File: src/chb_charger_defs.vh
`ifndef CHB_CHARGER_DEFS_VH
`define CHB_CHARGER_DEFS_VH

// Bus address of the charger target, seven bits.
`define CHB_I2C_ADDR 7'h6A

// Register offsets.
`define CHB_OFS_STATUS 8'h00
`define CHB_OFS_CONTROL 8'h01
`define CHB_OFS_BATT_VOLT 8'h02
`define CHB_OFS_SAFETY 8'h06
`define CHB_OFS_LED 8'h07

// Reset values.
`define CHB_RST_CONTROL 8'h70
`define CHB_RST_BATT_VOLT 8'h0A
`define CHB_RST_SAFETY 8'h40
`define CHB_RST_LED 8'h82
`define CHB_RST_STAT_EN 1'b1

// Field positions.
`define CHB_STAT_RESTART_BIT 7
`define CHB_STAT_EN_BIT 6
`define CHB_CTL_LIMIT_HI 7
`define CHB_CTL_LIMIT_LO 6
`define CHB_CTL_WEAK_HI 5
`define CHB_CTL_WEAK_LO 4
`define CHB_CTL_TAPER_BIT 3
`define CHB_CTL_CHG_OFF_BIT 2
`define CHB_CTL_HIZ_BIT 1
`define CHB_VB_HI 7
`define CHB_VB_LO 2
`define CHB_SL_CUR_HI 7
`define CHB_SL_CUR_LO 4
`define CHB_SL_VOLT_HI 3
`define CHB_SL_VOLT_LO 0
`define CHB_LED_DRV_HI 7
`define CHB_LED_DRV_LO 6
`define CHB_LED_GATE_BIT 4
`define CHB_LED_ON_HI 3
`define CHB_LED_ON_LO 2
`define CHB_LED_OFF_HI 1
`define CHB_LED_OFF_LO 0

// Writable bit masks; other positions are reserved.
`define CHB_MASK_CONTROL 8'hFE
`define CHB_MASK_BATT_VOLT 8'hFC
`define CHB_MASK_LED 8'hDF

// Regulation limit base: 4.2 V above the 3.5 V floor, in 20 mV steps.
`define CHB_VLIMIT_BASE 6'h23

// Charge progress code for active charging.
`define CHB_STATE_CHARGING 2'h1

// Blink timing: one unit is 130 ms at 200 MHz, periods are whole units.
`define CHB_LED_UNIT_CYCLES 25'h18CBA80
`define CHB_LED_ON_CONST 2'h3
`define CHB_PRESCALE_W 25

`endif

File: src/chb_charger_regs.v
`timescale 1ns/100ps
`include "chb_charger_defs.vh"

// Contract
// - Safety limits writable only inside post-reset window.
// - Bits 7:4 hold maximum charge current code.
// - Bits 3:0 hold maximum regulation voltage code.
// - Safety limit register resets to 0x40.
// - LED bits 7:6 select indicator drive current.
// - Gating bit: lit only charging, or always.
// - LED bits 3:2 select on period.
// - LED bits 1:0 select off period.
// - Indicator_led_config register resets to 0x82.
// - Writing status bit7 pulses timer restart, self-clearing.
// - Reading status bit7 returns limit-reset pin level.
// - Status bit6 enables indicator pin, default one.
// - Status bits 5:4 report charge progress.
// - Status bits 2:0 report fault code.
// - Status resets bit6 one, bit3 zero.
// - Control bits 7:6 select input current limit.
// - Control bits 5:4 set weak battery threshold.
// - Control bit3 enables low-current charge cutoff.
// - Control bit2 set disables charging.
// - Control bit1 set selects high impedance.
// - Control register resets to 0x70.
// - Battery register bits 7:2 set regulation target.
// - Other-register write locks limits; limits cap setpoints.
// - Limits reload on short battery or pin low.
// - Early write elsewhere locks default limits.
module chb_charger_regs #(
  parameter [`CHB_PRESCALE_W-1:0] LED_UNIT_CYCLES = `CHB_LED_UNIT_CYCLES
) (
  input wire clk_in,
  input wire rst_in,
  input wire scl_in,
  input wire sda_in,
  output wire sda_out,
  output wire sda_oe_out,
  input wire safety_limit_reset_pin_in,
  input wire battery_short_in,
  input wire [1:0] charge_progress_in,
  input wire [2:0] fault_code_in,
  input wire [3:0] fast_charge_current_in,
  output reg timer_restart_out,
  output reg indicator_pin_enable_out,
  output reg [1:0] input_current_limit_out,
  output reg [1:0] weak_battery_threshold_out,
  output reg taper_cutoff_on_out,
  output reg charge_disable_out,
  output reg high_impedance_select_out,
  output reg [5:0] regulation_voltage_field_out,
  output reg [3:0] max_charge_current_field_out,
  output reg [3:0] max_regulation_voltage_field_out,
  output reg [3:0] capped_charge_current_out,
  output reg safety_locked_out,
  output reg [1:0] indicator_drive_current_out,
  output reg indicator_lit_out
);

  localparam [6:0] ST_IDLE = 7'h01;
  localparam [6:0] ST_ADDR = 7'h02;
  localparam [6:0] ST_ACK_ADDR = 7'h04;
  localparam [6:0] ST_WR = 7'h08;
  localparam [6:0] ST_ACK_WR = 7'h10;
  localparam [6:0] ST_RD = 7'h20;
  localparam [6:0] ST_ACK_RD = 7'h40;

  reg scl_s1_q, scl_s2_q, scl_s3_q;
  reg sda_s1_q, sda_s2_q, sda_s3_q;
  reg pin_s1_q, pin_s2_q;
  reg short_s1_q, short_s2_q;
  reg [6:0] state_q;
  reg [3:0] bit_cnt_q;
  reg [7:0] shift_q;
  reg [7:0] ptr_q;
  reg rw_q;
  reg first_q;
  reg nack_q;
  reg sda_oe_q;
  reg stat_en_q;
  reg [7:0] ctl_q;
  reg [7:0] vb_q;
  reg [7:0] sl_q;
  reg [7:0] led_q;
  reg locked_q;
  reg [`CHB_PRESCALE_W-1:0] presc_q;
  reg [4:0] units_q;
  reg phase_on_q;

  wire scl_rise = scl_s2_q & ~scl_s3_q;
  wire scl_fall = ~scl_s2_q & scl_s3_q;
  wire bus_start = scl_s2_q & sda_s3_q & ~sda_s2_q;
  wire bus_stop = scl_s2_q & ~sda_s3_q & sda_s2_q;
  wire byte_done = scl_fall & (bit_cnt_q == 4'h8);
  wire wr_fire = (state_q == ST_WR) & byte_done & ~first_q;
  wire limit_reload = ~pin_s2_q | short_s2_q;

  // Register read decode.
  function [7:0] rd_mux;
    input [7:0] ofs;
    begin
      case (ofs)
        `CHB_OFS_STATUS: rd_mux = {pin_s2_q, stat_en_q, charge_progress_in, 1'b0, fault_code_in};
        `CHB_OFS_CONTROL: rd_mux = ctl_q;
        `CHB_OFS_BATT_VOLT: rd_mux = vb_q;
        `CHB_OFS_SAFETY: rd_mux = sl_q;
        `CHB_OFS_LED: rd_mux = led_q;
        default: rd_mux = 8'h00;
      endcase
    end
  endfunction

  // On length of a blink, in 130 ms units.
  function [4:0] on_units;
    input [1:0] sel;
    begin
      case (sel)
        2'h0: on_units = 5'h01;
        2'h1: on_units = 5'h02;
        default: on_units = 5'h04;
      endcase
    end
  endfunction

  // Off length of a blink, in 130 ms units.
  function [4:0] off_units;
    input [1:0] sel;
    begin
      case (sel)
        2'h0: off_units = 5'h03;
        2'h1: off_units = 5'h06;
        2'h2: off_units = 5'h0C;
        default: off_units = 5'h18;
      endcase
    end
  endfunction

  assign sda_out = 1'b0;
  assign sda_oe_out = sda_oe_q;

  // SCL, SDA, limit-reset pin and battery short pass two flip-flops before use; other inputs are used directly.
  always @(posedge clk_in or posedge rst_in) begin
    if (rst_in) begin
      scl_s1_q <= 1'b1;
      scl_s2_q <= 1'b1;
      scl_s3_q <= 1'b1;
      sda_s1_q <= 1'b1;
      sda_s2_q <= 1'b1;
      sda_s3_q <= 1'b1;
      pin_s1_q <= 1'b1;
      pin_s2_q <= 1'b1;
      short_s1_q <= 1'b0;
      short_s2_q <= 1'b0;
    end else begin
      scl_s1_q <= scl_in;
      scl_s2_q <= scl_s1_q;
      scl_s3_q <= scl_s2_q;
      sda_s1_q <= sda_in;
      sda_s2_q <= sda_s1_q;
      sda_s3_q <= sda_s2_q;
      pin_s1_q <= safety_limit_reset_pin_in;
      pin_s2_q <= pin_s1_q;
      short_s1_q <= battery_short_in;
      short_s2_q <= short_s1_q;
    end
  end

  // Bus target: address, pointer byte, then data with auto-increment.
  always @(posedge clk_in or posedge rst_in) begin
    if (rst_in) begin
      state_q <= ST_IDLE;
      bit_cnt_q <= 4'h0;
      shift_q <= 8'h00;
      ptr_q <= 8'h00;
      rw_q <= 1'b0;
      first_q <= 1'b0;
      nack_q <= 1'b0;
      sda_oe_q <= 1'b0;
    end else if (bus_start) begin
      state_q <= ST_ADDR;
      bit_cnt_q <= 4'h0;
      sda_oe_q <= 1'b0;
    end else if (bus_stop) begin
      state_q <= ST_IDLE;
      sda_oe_q <= 1'b0;
    end else begin
      case (state_q)
        ST_IDLE: begin
          sda_oe_q <= 1'b0;
        end
        ST_ADDR, ST_WR: begin
          if (scl_rise) begin
            shift_q <= {shift_q[6:0], sda_s2_q};
            bit_cnt_q <= bit_cnt_q + 4'h1;
          end else if (byte_done) begin
            if (state_q == ST_WR) begin
              state_q <= ST_ACK_WR;
              sda_oe_q <= 1'b1;
              first_q <= 1'b0;
              if (first_q) begin
                ptr_q <= shift_q;
              end else begin
                ptr_q <= ptr_q + 8'h01;
              end
            end else if (shift_q[7:1] == `CHB_I2C_ADDR) begin
              state_q <= ST_ACK_ADDR;
              sda_oe_q <= 1'b1;
              rw_q <= shift_q[0];
            end else begin
              state_q <= ST_IDLE;
            end
          end
        end
        ST_ACK_ADDR: begin
          if (scl_fall) begin
            bit_cnt_q <= 4'h0;
            if (rw_q) begin
              state_q <= ST_RD;
              shift_q <= rd_mux(ptr_q);
              sda_oe_q <= ~|(rd_mux(ptr_q) & 8'h80);
              ptr_q <= ptr_q + 8'h01;
            end else begin
              state_q <= ST_WR;
              sda_oe_q <= 1'b0;
              first_q <= 1'b1;
            end
          end
        end
        ST_ACK_WR: begin
          if (scl_fall) begin
            state_q <= ST_WR;
            bit_cnt_q <= 4'h0;
            sda_oe_q <= 1'b0;
          end
        end
        ST_RD: begin
          if (scl_fall) begin
            bit_cnt_q <= bit_cnt_q + 4'h1;
            if (bit_cnt_q == 4'h7) begin
              state_q <= ST_ACK_RD;
              sda_oe_q <= 1'b0;
            end else begin
              shift_q <= {shift_q[6:0], 1'b0};
              sda_oe_q <= ~shift_q[6];
            end
          end
        end
        ST_ACK_RD: begin
          if (scl_rise) begin
            nack_q <= sda_s2_q;
          end else if (scl_fall) begin
            if (nack_q) begin
              state_q <= ST_IDLE;
            end else begin
              state_q <= ST_RD;
              bit_cnt_q <= 4'h0;
              shift_q <= rd_mux(ptr_q);
              sda_oe_q <= ~|(rd_mux(ptr_q) & 8'h80);
              ptr_q <= ptr_q + 8'h01;
            end
          end
        end
        default: begin
          state_q <= ST_IDLE;
          sda_oe_q <= 1'b0;
        end
      endcase
    end
  end

  // Register file.
  always @(posedge clk_in or posedge rst_in) begin
    if (rst_in) begin
      stat_en_q <= `CHB_RST_STAT_EN;
      ctl_q <= `CHB_RST_CONTROL;
      vb_q <= `CHB_RST_BATT_VOLT;
      led_q <= `CHB_RST_LED;
      timer_restart_out <= 1'b0;
    end else begin
      timer_restart_out <= wr_fire & (ptr_q == `CHB_OFS_STATUS) & shift_q[`CHB_STAT_RESTART_BIT];
      if (wr_fire) begin
        case (ptr_q)
          `CHB_OFS_STATUS: stat_en_q <= shift_q[`CHB_STAT_EN_BIT];
          `CHB_OFS_CONTROL: ctl_q <= shift_q & `CHB_MASK_CONTROL;
          `CHB_OFS_BATT_VOLT: vb_q <= shift_q & `CHB_MASK_BATT_VOLT;
          `CHB_OFS_LED: led_q <= shift_q & `CHB_MASK_LED;
          default: ;
        endcase
      end
    end
  end

  // Safety limits: rewritable until any other write, reloaded by pin or short.
  always @(posedge clk_in or posedge rst_in) begin
    if (rst_in) begin
      sl_q <= `CHB_RST_SAFETY;
      locked_q <= 1'b0;
    end else if (limit_reload) begin
      sl_q <= `CHB_RST_SAFETY;
      locked_q <= 1'b0;
    end else if (wr_fire) begin
      if (ptr_q == `CHB_OFS_SAFETY) begin
        if (!locked_q) begin
          sl_q <= shift_q;
        end
      end else begin
        locked_q <= 1'b1;
      end
    end
  end

  // Setpoint outputs, with safety limits applied as caps whether locked or not.
  always @(posedge clk_in or posedge rst_in) begin
    if (rst_in) begin
      indicator_pin_enable_out <= 1'b1;
      input_current_limit_out <= 2'h1;
      weak_battery_threshold_out <= 2'h3;
      taper_cutoff_on_out <= 1'b0;
      charge_disable_out <= 1'b0;
      high_impedance_select_out <= 1'b0;
      regulation_voltage_field_out <= 6'h02;
      max_charge_current_field_out <= 4'h4;
      max_regulation_voltage_field_out <= 4'h0;
      capped_charge_current_out <= 4'h0;
      safety_locked_out <= 1'b0;
      indicator_drive_current_out <= 2'h2;
    end else begin
      indicator_pin_enable_out <= stat_en_q;
      input_current_limit_out <= ctl_q[`CHB_CTL_LIMIT_HI:`CHB_CTL_LIMIT_LO];
      weak_battery_threshold_out <= ctl_q[`CHB_CTL_WEAK_HI:`CHB_CTL_WEAK_LO];
      taper_cutoff_on_out <= ctl_q[`CHB_CTL_TAPER_BIT];
      charge_disable_out <= ctl_q[`CHB_CTL_CHG_OFF_BIT];
      high_impedance_select_out <= ctl_q[`CHB_CTL_HIZ_BIT];
      max_charge_current_field_out <= sl_q[`CHB_SL_CUR_HI:`CHB_SL_CUR_LO];
      max_regulation_voltage_field_out <= sl_q[`CHB_SL_VOLT_HI:`CHB_SL_VOLT_LO];
      safety_locked_out <= locked_q;
      indicator_drive_current_out <= led_q[`CHB_LED_DRV_HI:`CHB_LED_DRV_LO];
      if (vb_q[`CHB_VB_HI:`CHB_VB_LO] > `CHB_VLIMIT_BASE + {2'h0, sl_q[`CHB_SL_VOLT_HI:`CHB_SL_VOLT_LO]}) begin
        regulation_voltage_field_out <= `CHB_VLIMIT_BASE + {2'h0, sl_q[`CHB_SL_VOLT_HI:`CHB_SL_VOLT_LO]};
      end else begin
        regulation_voltage_field_out <= vb_q[`CHB_VB_HI:`CHB_VB_LO];
      end
      if (fast_charge_current_in > sl_q[`CHB_SL_CUR_HI:`CHB_SL_CUR_LO]) begin
        capped_charge_current_out <= sl_q[`CHB_SL_CUR_HI:`CHB_SL_CUR_LO];
      end else begin
        capped_charge_current_out <= fast_charge_current_in;
      end
    end
  end

  // Indicator blink timer and gating.
  always @(posedge clk_in or posedge rst_in) begin
    if (rst_in) begin
      presc_q <= {`CHB_PRESCALE_W{1'b0}};
      units_q <= 5'h00;
      phase_on_q <= 1'b1;
      indicator_lit_out <= 1'b0;
    end else begin
      if (presc_q == LED_UNIT_CYCLES - {{(`CHB_PRESCALE_W-1){1'b0}}, 1'b1}) begin
        presc_q <= {`CHB_PRESCALE_W{1'b0}};
        if (phase_on_q && units_q + 5'h01 >= on_units(led_q[`CHB_LED_ON_HI:`CHB_LED_ON_LO])) begin
          phase_on_q <= 1'b0;
          units_q <= 5'h00;
        end else if (!phase_on_q && units_q + 5'h01 >= off_units(led_q[`CHB_LED_OFF_HI:`CHB_LED_OFF_LO])) begin
          phase_on_q <= 1'b1;
          units_q <= 5'h00;
        end else begin
          units_q <= units_q + 5'h01;
        end
      end else begin
        presc_q <= presc_q + {{(`CHB_PRESCALE_W-1){1'b0}}, 1'b1};
      end
      indicator_lit_out <= stat_en_q & (led_q[`CHB_LED_DRV_HI:`CHB_LED_DRV_LO] != 2'h0)
        & (led_q[`CHB_LED_GATE_BIT] | (charge_progress_in == `CHB_STATE_CHARGING))
        & (phase_on_q | (led_q[`CHB_LED_ON_HI:`CHB_LED_ON_LO] == `CHB_LED_ON_CONST));
    end
  end

endmodule

File: config.mk
export PLATFORM = sky130hd
export DESIGN_NAME = chb_charger_regs
export DESIGN_NICKNAME = d
export VERILOG_FILES = /design/src/chb_charger_regs.v
export VERILOG_INCLUDE_DIRS = /design/src
export SDC_FILE = /design/constraint.sdc
export NUM_CORES = 1
export LEC_CHECK = 0
export BUFFER_PORTS_ARGS = -buffer_cell sky130_fd_sc_hd__buf_4
export CORE_ASPECT_RATIO = 2
export CORE_MARGIN = 2
export CORE_UTILIZATION = 51
export CTS_CLUSTER_SIZE = 25
export DETAILED_ROUTE_END_ITERATION = 10
export PLACE_DENSITY = 0.7
export SLEW_MARGIN = 10
export SYNTH_ARGS = -nofsm -noshare
export SYNTH_HDL_FRONTEND = slang
export SYNTH_SLANG_ARGS = --single-unit
export TNS_END_PERCENT = 1
File: constraint.sdc
create_clock -name clk_in -period 8.39 [get_ports clk_in]
set_input_delay 1.678 -clock clk_in [delete_from_list [all_inputs] [get_ports clk_in]]
set_output_delay 1.678 -clock clk_in [all_outputs]
set_load 0.005 [all_outputs]
Word-level counts from Yosys, hierarchy flattened --
Cells that the tools add are included.
Operators by class: add/sub/neg operators 5, $mul 0, div/mod/pow operators 0, magnitude comparators 4, eq/ne operators 52, shift-type cells 0, muxes and demuxes 90, bitwise logic cells 28, reduce and logical (&&, ||, !) cells 33
Operator list (count):
- $mux W8 | 27
- $mux W7 | 10
- $pmux W7 S6 | 1
- $pmux W8 S5 | 1
- $mux W4 | 9
- $ne A4 B4 Y1 const B | 9
- $pmux W8 S4 | 1
- $mux W5 | 6
- $ne A2 B2 Y1 const B | 14
- $add A25 B1 Y25 const B | 1
- $eq A25 B25 Y1 const B | 1
- $mux W25 | 1
- $mux W1 | 24
- $pmux W8 S3 | 1
- $reduce_and A11 Y1 | 2
- $mux W6 | 3
- $ne A3 B3 Y1 const B | 6
- $reduce_and A9 Y1 | 2
- $eq A8 B3 Y1 const B | 2
- $pmux W4 S4 | 1
- $reduce_and A8 Y1 | 2
- $pmux W5 S3 | 1
- $and A1 B1 Y1 | 14
- $eq A7 B7 Y1 const B | 2
- 41 further kinds | 71
Word-level totals: register bits 134, bits in latches 0, RAM bits 0, bits in read-only memories 0, output and inout bits 33, memories 0

Logic depth before layout (Yosys ltp) --
Gate-level depths: netlist (run 1).
word-level depth 15, depth in mapped cells 10, depth with buffers taken out 9

Least setup slack after synthesis (run 1) --
OpenSTA, ideal clock, no wires.
kind input-to-reg, start point in fast_charge_current_in[1], end point reg capped_charge_current_out[0], data arrival time 2.907 ns, slack 5.358 ns, stages on the path 7, path buffers 0, cell sequence ha_1 -> nor2b_1 -> o21ai_0 -> nand2b_1 -> a21oi_1 -> a41o_1 -> mux2_2
Between the ends: word-level cells in the longest chain between the ends 2
Ends and longest elaborated chain:
- start: declaration | line chb_charger_regs.v:43 | input wire [3:0] fast_charge_current_in,
- $gt A4 B4 Y1 | line chb_charger_regs.v:343 | if (fast_charge_current_in > sl_q[`CHB_SL_CUR_HI:`CHB_SL_CUR_LO]) begin
- $mux W4 | line chb_charger_regs.v:343
- end signal: assignment | line chb_charger_regs.v:344 | capped_charge_current_out <= sl_q[`CHB_SL_CUR_HI:`CHB_SL_CUR_LO];
- end signal: assignment | line chb_charger_regs.v:346 | capped_charge_current_out <= fast_charge_current_in;
- end: declaration | line chb_charger_regs.v:54 | output reg [3:0] capped_charge_current_out,
Every way passes these cells. A chain may end at the register's enable or synchronous reset.

Worst setup path after layout (run 1) --
start point reg bit_cnt_q[0], end point reg state_q[0]
Between the ends: word-level cells in the longest chain between the ends 4, elaborated cells between the ends (all ways) 6, classes of those cells eq/ne (4); bitwise (1); reduce/logical (1)
Ends and longest elaborated chain:
- start: declaration | line chb_charger_regs.v:73 | reg [3:0] bit_cnt_q;
- start signal: assignment | line chb_charger_regs.v:194 | bit_cnt_q <= bit_cnt_q + 4'h1;
- start signal: assignment | line chb_charger_regs.v:238 | bit_cnt_q <= bit_cnt_q + 4'h1;
- $eq A4 B4 Y1 | line chb_charger_regs.v:94 | wire byte_done = scl_fall & (bit_cnt_q == 4'h8);
- $and A1 B1 Y1 | line chb_charger_regs.v:94
- $ne A4 B4 Y1 (no line)
- $reduce_and A9 Y1 (no line) (*)
- end signal: assignment | line chb_charger_regs.v:171 | state_q <= ST_IDLE;
- end signal: assignment | line chb_charger_regs.v:180 | state_q <= ST_ADDR;
- end signal: assignment | line chb_charger_regs.v:184 | state_q <= ST_IDLE;
- end: declaration | line chb_charger_regs.v:72 | reg [6:0] state_q;
Every way passes the cells marked *; elsewhere a longest branch is shown, timed or not.

==> results of run 1 <==
## path summary, 6_finish.rpt
check	slack, ns	startpoint	cells past startpoint	to
max	5.45	bit_cnt_q[0]$_DFFE_PP0P_	8	state_q[0]$_DFFE_PP1P_
min	0.36	scl_s1_q$_DFF_PP1_	0	scl_s2_q$_DFF_PP1_
max reg2reg	5.45	bit_cnt_q[0]$_DFFE_PP0P_	8	state_q[0]$_DFFE_PP1P_
min reg2reg	0.36	scl_s1_q$_DFF_PP1_	0	scl_s2_q$_DFF_PP1_
max in group asynchronous	5.59	rst_in	3	presc_q[10]$_DFF_PP0_
min in group asynchronous	1.38	rst_in	2	presc_q[22]$_DFF_PP0_
## cell usage in the layout, fill, tap and decap left out, types with 17 or more instances in the layout
cell       netlist  layout
a21oi_1         44      44
buf_4            2      48
clkbuf_16        0      17
dfrtp_1        108     108
dfstp_2         26      26
ha_1            30      30
inv_1           33      32
mux2_2          28      28
mux2i_1         17      17
nand2_1         42      42
nand3_1         28      28
nor2_1          64      64
o21ai_0         25      25
xor2_1          19      19
## state kept, by name, summed over array words and instances, names as in the netlist, 2 cells and up
| name | cells |
|---|---|
| shift_q | 8 |
| led_q | 7 |
| bit_cnt_q | 4 |
| state_q | 7 |
| ctl_q | 7 |
| presc_q | 25 |
| input_current_limit_out | 2 |
| max_regulation_voltage_field_out | 4 |
| regulation_voltage_field_out | 6 |
| weak_battery_threshold_out | 2 |
| capped_charge_current_out | 4 |
| max_charge_current_field_out | 4 |
| sl_q | 8 |
| indicator_drive_current_out | 2 |
| ptr_q | 8 |
| units_q | 5 |
| vb_q | 7 |
## logic make-up after synthesis
kind of cell | after synthesis | synth area share
xor gates and xnor gates | 34 | 0.0442
and+or+nand+nor | 220 | 0.164
AOI/OAI and AO/OA | 127 | 0.121
other | 1 | 0.000556
buffers and inverters | 63 | 0.0401
muxes | 45 | 0.0720
DFF | 134 | 0.502
adders and majority gates | 30 | 0.0557
## per-stage QoR
step / power (mW) / worst slack (ns) / instance area, sq um
after floorplan: 0.776 / 3.17 / 6740
after global placement: 0.819 / 5.11 / 7160
after detailed placement: 0.825 / 5.07 / 7160
after CTS: 1.56 / 5.52 / 7740
after global routing: 1.60 / 5.09 / 7740
final: 1.55 / 5.45 / 7740
## layer usage
metal	global-route usage	vias up	routed length, um
li1	-	2392	-
met1	0.236	2509	5540
met2	0.474	132	9820
met3	0.0476	46	451
met4	0.117	0	677
met5	0	-	0
## critical path: cells and delay by family (launching register included)
family	cells	cell delay [ns]
adder cells (fa/ha/maj)	1	0.16
multiplexers	1	0.31
buffers and inverters	1	0.11
flip-flops	1	0.40
AO/OA/AOI/OAI	1	0.31
AND/OR/NAND/NOR	4	1.59
## power breakdown
group          switching [mW]  internal (mW)
registers              0.0474          0.669
clock network           0.285          0.447
logic                  0.0584         0.0403
## cells in the mapped netlist (7+ instances only)
library cell  instances
xnor2_1              15
xor2_1               19
nand4_1               7
o21ai_0              25
clkbuf_1             21
nor2_1               64
and3_1                7
dfstp_2              26
nand3_1              28
mux2i_1              17
a21oi_1              44
nand2b_1              8
inv_1                33
mux2_2               28
dfrtp_1             108
nor2b_1              10
nand2_1              42
ha_1                 30
nor3_1               15
a31oi_1               8
## final cells by class
| cell class | count | area (sq um) | share of cell area |
|---|---|---|---|
| sequential | 134 | 3390 | 0.437 |
| multi-input combinational | 457 | 3090 | 0.400 |
| clock buffer | 18 | 439 | 0.0567 |
| timing repair buffer | 48 | 360 | 0.0465 |
| tap | 152 | 190 | 0.0246 |
| clock inverter | 14 | 149 | 0.0192 |
| inverter | 33 | 126 | 0.0163 |
==> results.md, run 1 <==
- Outcome: complete, no violations
- Final RePlAce weighted congestion: 0.918
- Clock network latency to the later pin of the worst-skew pair: 0.41 ns
- Number of synthesized register bits: 134
- Stage delay of the slowest cell on the critical path: 0.82 ns
- Number of placed I/O pins: 48
- Final HPWL DP: 12300 um
- Global router's overall resource usage: 0.244
- Total detailed-routing wirelength: 16500 um
- Number of buffers added by the clock tree synthesis step: 17
- Filler cell count in the final layout: 1104
- Post-Syn Area: 6740 sq um
- Std cell rows: 59
- Final Util: 0.596
- Headroom to the max-slew limit: 0.381
- Mean cell area of the mapped netlist: 10.3 sq um
- Largest net degree at the start of global routing: 76
- Flip-flop cell with the highest count after synthesis: dfrtp_1
- Synthesis-to-layout area growth: 14.8%
- Via total after detailed routing: 5079
- Starting utilization of the core area: 0.519
- First-pass GRT wire length: 27100 um
- Required time of the worst setup path: 8.73 ns
- Setup violation total in the final timing report: 0
- Antenna violations before repair: 0
- Max-Cap Viols: 0
- Fraction of layout cells with a size suffix above 1: 0.206
- Cell types occupying the most area after synthesis: dfrtp_1, dfstp_2, ha_1
- Power per standard cell area: 200 nW/um^2
- Hold buffer count at cts: 0
- Clock tree sinks: 134
- DRC viols: 0
- Overall die width: 85.3 um
- Proportion of synthesized chip area in sequential cells: 0.502
- Hold Violations, Final: 0
- CTS root buf: clkbuf_16
- Worst Path Class, Setup: reg -> reg
- Post-Synthesis Cells: 654
- Post-Route Setup TNS: 0 ns
- Period utilisation layout: 0.351
- Max Transition Viols Final: 0
- Cell mode on critical path: nor3_1
- Number of distinct library cells after synthesis: 64
- CP Max Fanout: 6
- Crit-path cells: inv_1 > ha_1 > nand2_1 > nor3_1 > o22ai_1 > nor3_1 > nor2_1 > mux2_2
- Final Hold Slack: 0.356 ns
- Detail Route Antenna Nets: 0
- Number of diodes added for antenna fixing: 0
- Maximum buffer depth of the clock tree: 2
- Synthesized Nets: 699
- Fin Clk Skew: 0.00655 ns
- Cell Count, Final, Fillers Out: 856
- Die Y-Extent: 167 um
- Final global-route overflow total: 0
- Fraction of registers with async set or reset after synthesis: 1.00
- Element type at the critical path start: flip-flop
- Placed Instances: 824
- Nets: 736
- Unrepaired setup endpoints after global routing: no
- Count of buffers inserted at the top-level ports: 46
- Clock transition at the registers of the reported paths: 0.06 ns
- Count of cells resized by post-cts repair: 0
- Capturing element type of the critical path: flip-flop
- Number of H-tree levels: 4
- Core area: 13000 sq um
- Leakage: 3.55 nW
- Mean routed wirelength per cell: 19.3 um
- Number of enable flip-flop cells after synthesis: 0
- Number of buffers inserted to repair setup after CTS: 0
- Slew of the pin with the lowest slew margin: 0.921 ns
- Maximum clock frequency: 340 MHz
- CTS tree: done
- Worst VDD drop: 0.000227 V
- Kind of path behind the tightest hold check: reg -> reg
- Post-route minimum period: 2.94 ns
- Vias per std cell: 5.93
- Endpoint arrival time on the critical path: 3.28 ns
- Via count of the first global-routing pass: 5346
- Library cell contributing the largest single delay on the critical path: nor3_1
- Iteration-0 DRC count of the detailed router: 355
- Leading area contributor after synthesis: dfrtp_1
- Top-area cell type share of the netlist area: 0.401
- Area enclosed by the die boundary: 14200 sq um
- Detailed-routing iteration count for the pre-antenna-repair pass: 4
- Number of warnings issued by yosys: 0
(Power assumes the default switching activity.)
==> run 2, diff against run 1 <==
Settings changed: PLACE_DENSITY 0.7 to 0.73.
Clock period 8.39 ns to 2.7 ns, I/O delays scaled along.
==> run 2 against run 1 <==
Critical path depth fell by 2. Utilization rose by 1.3 points. Power rose to 3.1 times the previous value. Fmax rose by 18%. Die area did not move. Worst hold slack got worse by 0.20 ns. Clock-buffer cell count fell by 1. Via count rose by 4.0%. Worst setup slack got worse by 5.2 ns. Sequential share of layout area fell by 0.93 points. Largest power group unchanged. Highest routed layer unchanged.
==> results.md, run 2 (synthesized netlist as in run 1, its figures left out) <==
- Area enclosed by the die boundary: 14200 sq um (unchanged)
- Maximum clock frequency: 403 MHz (+18%)
- Post-Route Setup TNS: 0 ns (unchanged)
- Clock tree sinks: 134 (unchanged)
- Reg with most FFs: presc_q
- Final Instance Area: 7910 sq um (+2.2%)
- Via total after detailed routing: 5283 (+4.0%)
- Iteration-0 DRC count of the detailed router: 310 (-13%)
- Std cell rows: 59 (unchanged)
- Starting utilization of the core area: 0.519 (unchanged)
- Area post-placement: 7330 sq um (+2.4%)
- Detailed-routing iteration count for the pre-antenna-repair pass: 5 (+1)
- Detail Route Antenna Nets: 0 (unchanged)
- Endpoint arrival time on the critical path: 2.76 ns (-0.52 ns)
- Fin Clk Skew: 0.00716 ns (+0.000609 ns)
- Crit path to: sl_q[1]$_DFFE_PP0P_
- Hold buffer count at cts: 0 (unchanged)
- Vias per std cell: 6.02 (+1.5%)
- Clock transition at the registers of the reported paths: 0.06 ns (about the same)
- Total detailed-routing wirelength: 16900 um (+2.7%)
- Commonest cells after routing, fill and taps aside: dfrtp_1, buf_4, nor2_1, a21oi_1, nand2_1
- Power per standard cell area: 611 nW/um^2 (+210%)
- CP Max Fanout: 9 (+3)
- Capturing element type of the critical path: flip-flop
- Final HPWL DP: 12900 um (+5.3%)
- Final global-route overflow total: 0 (unchanged)
- Required time of the worst setup path: 2.98 ns (-5.75 ns)
- Antenna violations before repair: 0 (unchanged)
- Startpoint of the worst setup timing path: state_q[2]$_DFFE_PP0P_
- Post-route minimum period: 2.48 ns (-0.458 ns)
- Die Y-Extent: 167 um (unchanged)
- Logic depth of the worst register-to-register path: 6 (-2)
- Setup violation total in the final timing report: 0 (unchanged)
- Outcome: complete, no violations
- Worst R2R End: sl_q[1]$_DFFE_PP0P_
- Count of buffers inserted at the top-level ports: 46 (unchanged)
- Flop-to-flop setup slack: 0.22 ns (-5.23 ns)
- Worst Path Class, Setup: reg -> reg
- Number of diodes added for antenna fixing: 0 (unchanged)
- Number of buffers inserted to repair setup after CTS: 0 (unchanged)
- Clock network latency to the later pin of the worst-skew pair: 0.42 ns (about the same)
- Hold Violations, Final: 0 (unchanged)
- Final Util: 0.609 (+0.0130)
- Maximum buffer depth of the clock tree: 2 (unchanged)
- Most common cell after layout, fill and taps aside: dfrtp_1
- Mean routed wirelength per cell: 19.3 um (+0.22%)
- Global router's overall resource usage: 0.248 (+0.00311)
- Count of cells resized by post-cts repair: 0 (unchanged)
- Startpoint of the worst-slack reg-to-reg timing path: state_q[2]$_DFFE_PP0P_
- Period utilisation layout: 0.920 (+0.569)
- Largest net degree at the start of global routing: 50 (-34%)
- Worst VDD drop: 0.000494 V (+120%)
- Via count of the first global-routing pass: 5419 (+1.4%)
- Unrepaired setup endpoints after global routing: no
- Number of buffers added by the clock tree synthesis step: 17 (unchanged)
- First-pass GRT wire length: 27200 um (+0.46%)
- Max Transition Viols Final: 0 (unchanged)
- Fraction of layout cells with a size suffix above 1: 0.229 (+0.0230)
- Overall die width: 85.3 um (unchanged)
- Nets: 757 (+2.9%)
- CTS tree: done
- Synthesis-to-layout area growth: 17.3%
- Element type at the critical path start: flip-flop
- Leakage: 3.67 nW (+3.3%)
- Number of flip-flops in the largest register: 25 (unchanged)
- Slew of the pin with the lowest slew margin: 0.623 ns (-0.298 ns)
- CTS root buf: clkbuf_16
- Number of H-tree levels: 4 (unchanged)
- Number of placed I/O pins: 48 (unchanged)
- Kind of path behind the tightest hold check: in -> async
- Max-Cap Viols: 0 (unchanged)
- Core area: 13000 sq um (unchanged)
- Headroom to the max-slew limit: 0.585 (+0.204)
- Final RePlAce weighted congestion: 0.967 (+5.3%)
- DRC viols: 0 (unchanged)
[run 2: worst min-delay path by stage]
stage,slack [ns],endpoint,from
after floorplan,0.33,short_s2_q$_DFF_PP0_,short_s1_q$_DFF_PP0_
after global placement,0.33,short_s2_q$_DFF_PP0_,short_s1_q$_DFF_PP0_
after detailed placement,0.34,short_s2_q$_DFF_PP0_,short_s1_q$_DFF_PP0_
after CTS,0.17,units_q[0]$_DFFE_PP0N_,rst_in
after global routing,0.18,units_q[0]$_DFFE_PP0N_,rst_in
final,0.15,units_q[0]$_DFFE_PP0N_,rst_in
[run 2: area by class of cell]
class | count | area (sq um)
clock buffers | 17 | 425
clock inverters | 15 | 160
fillers | 1062 | 5080
inverters | 33 | 128
multi-input cells | 457 | 3090
flip-flops and latches | 134 | 3390
well taps | 152 | 190
repair buffers | 69 | 531
[run 2: power by group]
part | internal [mW] | leakage (nW) | switching (mW) | total [mW]
clock | 1.30 | 0.286 | 0.960 | 2.26
sequential | 2.08 | 1.71 | 0.148 | 2.23
combinational | 0.150 | 1.67 | 0.193 | 0.343
[run 2: per-stage QoR]
stage	power [mW]	instances	hold slack, ns	worst slack, ns
6_report	4.83	877	0.152	0.217
5_1_grt	4.98	877	0.180	0.0361
4_1_cts	4.86	877	0.166	0.226
3_5_place_dp	2.60	845	0.337	0.260
3_3_place_gp	2.59	845	0.334	0.276
2_1_floorplan	2.41	654	0.331	0.382
[run 2: worst max-delay path, stage by stage (launching register included)]
cell	delay, ns
dfrtp_1	0.48
nor2_1	0.42
and4b_1	0.34
nand4b_1	0.16
or3_1	0.60
mux2i_1	0.24
nor2_1	0.07
[run 2: routing by layer]
| metal | vias up | share of wire | GRT usage | wire length (um) |
|---|---|---|---|---|
| li1 | 2455 | - | - | - |
| met1 | 2592 | 0.32 | 0.234 | 5470 |
| met2 | 162 | 0.58 | 0.470 | 9760 |
| met3 | 74 | 0.038 | 0.0481 | 649 |
| met4 | 0 | 0.062 | 0.149 | 1040 |
| met5 | - | 0 | 0 | 0 |
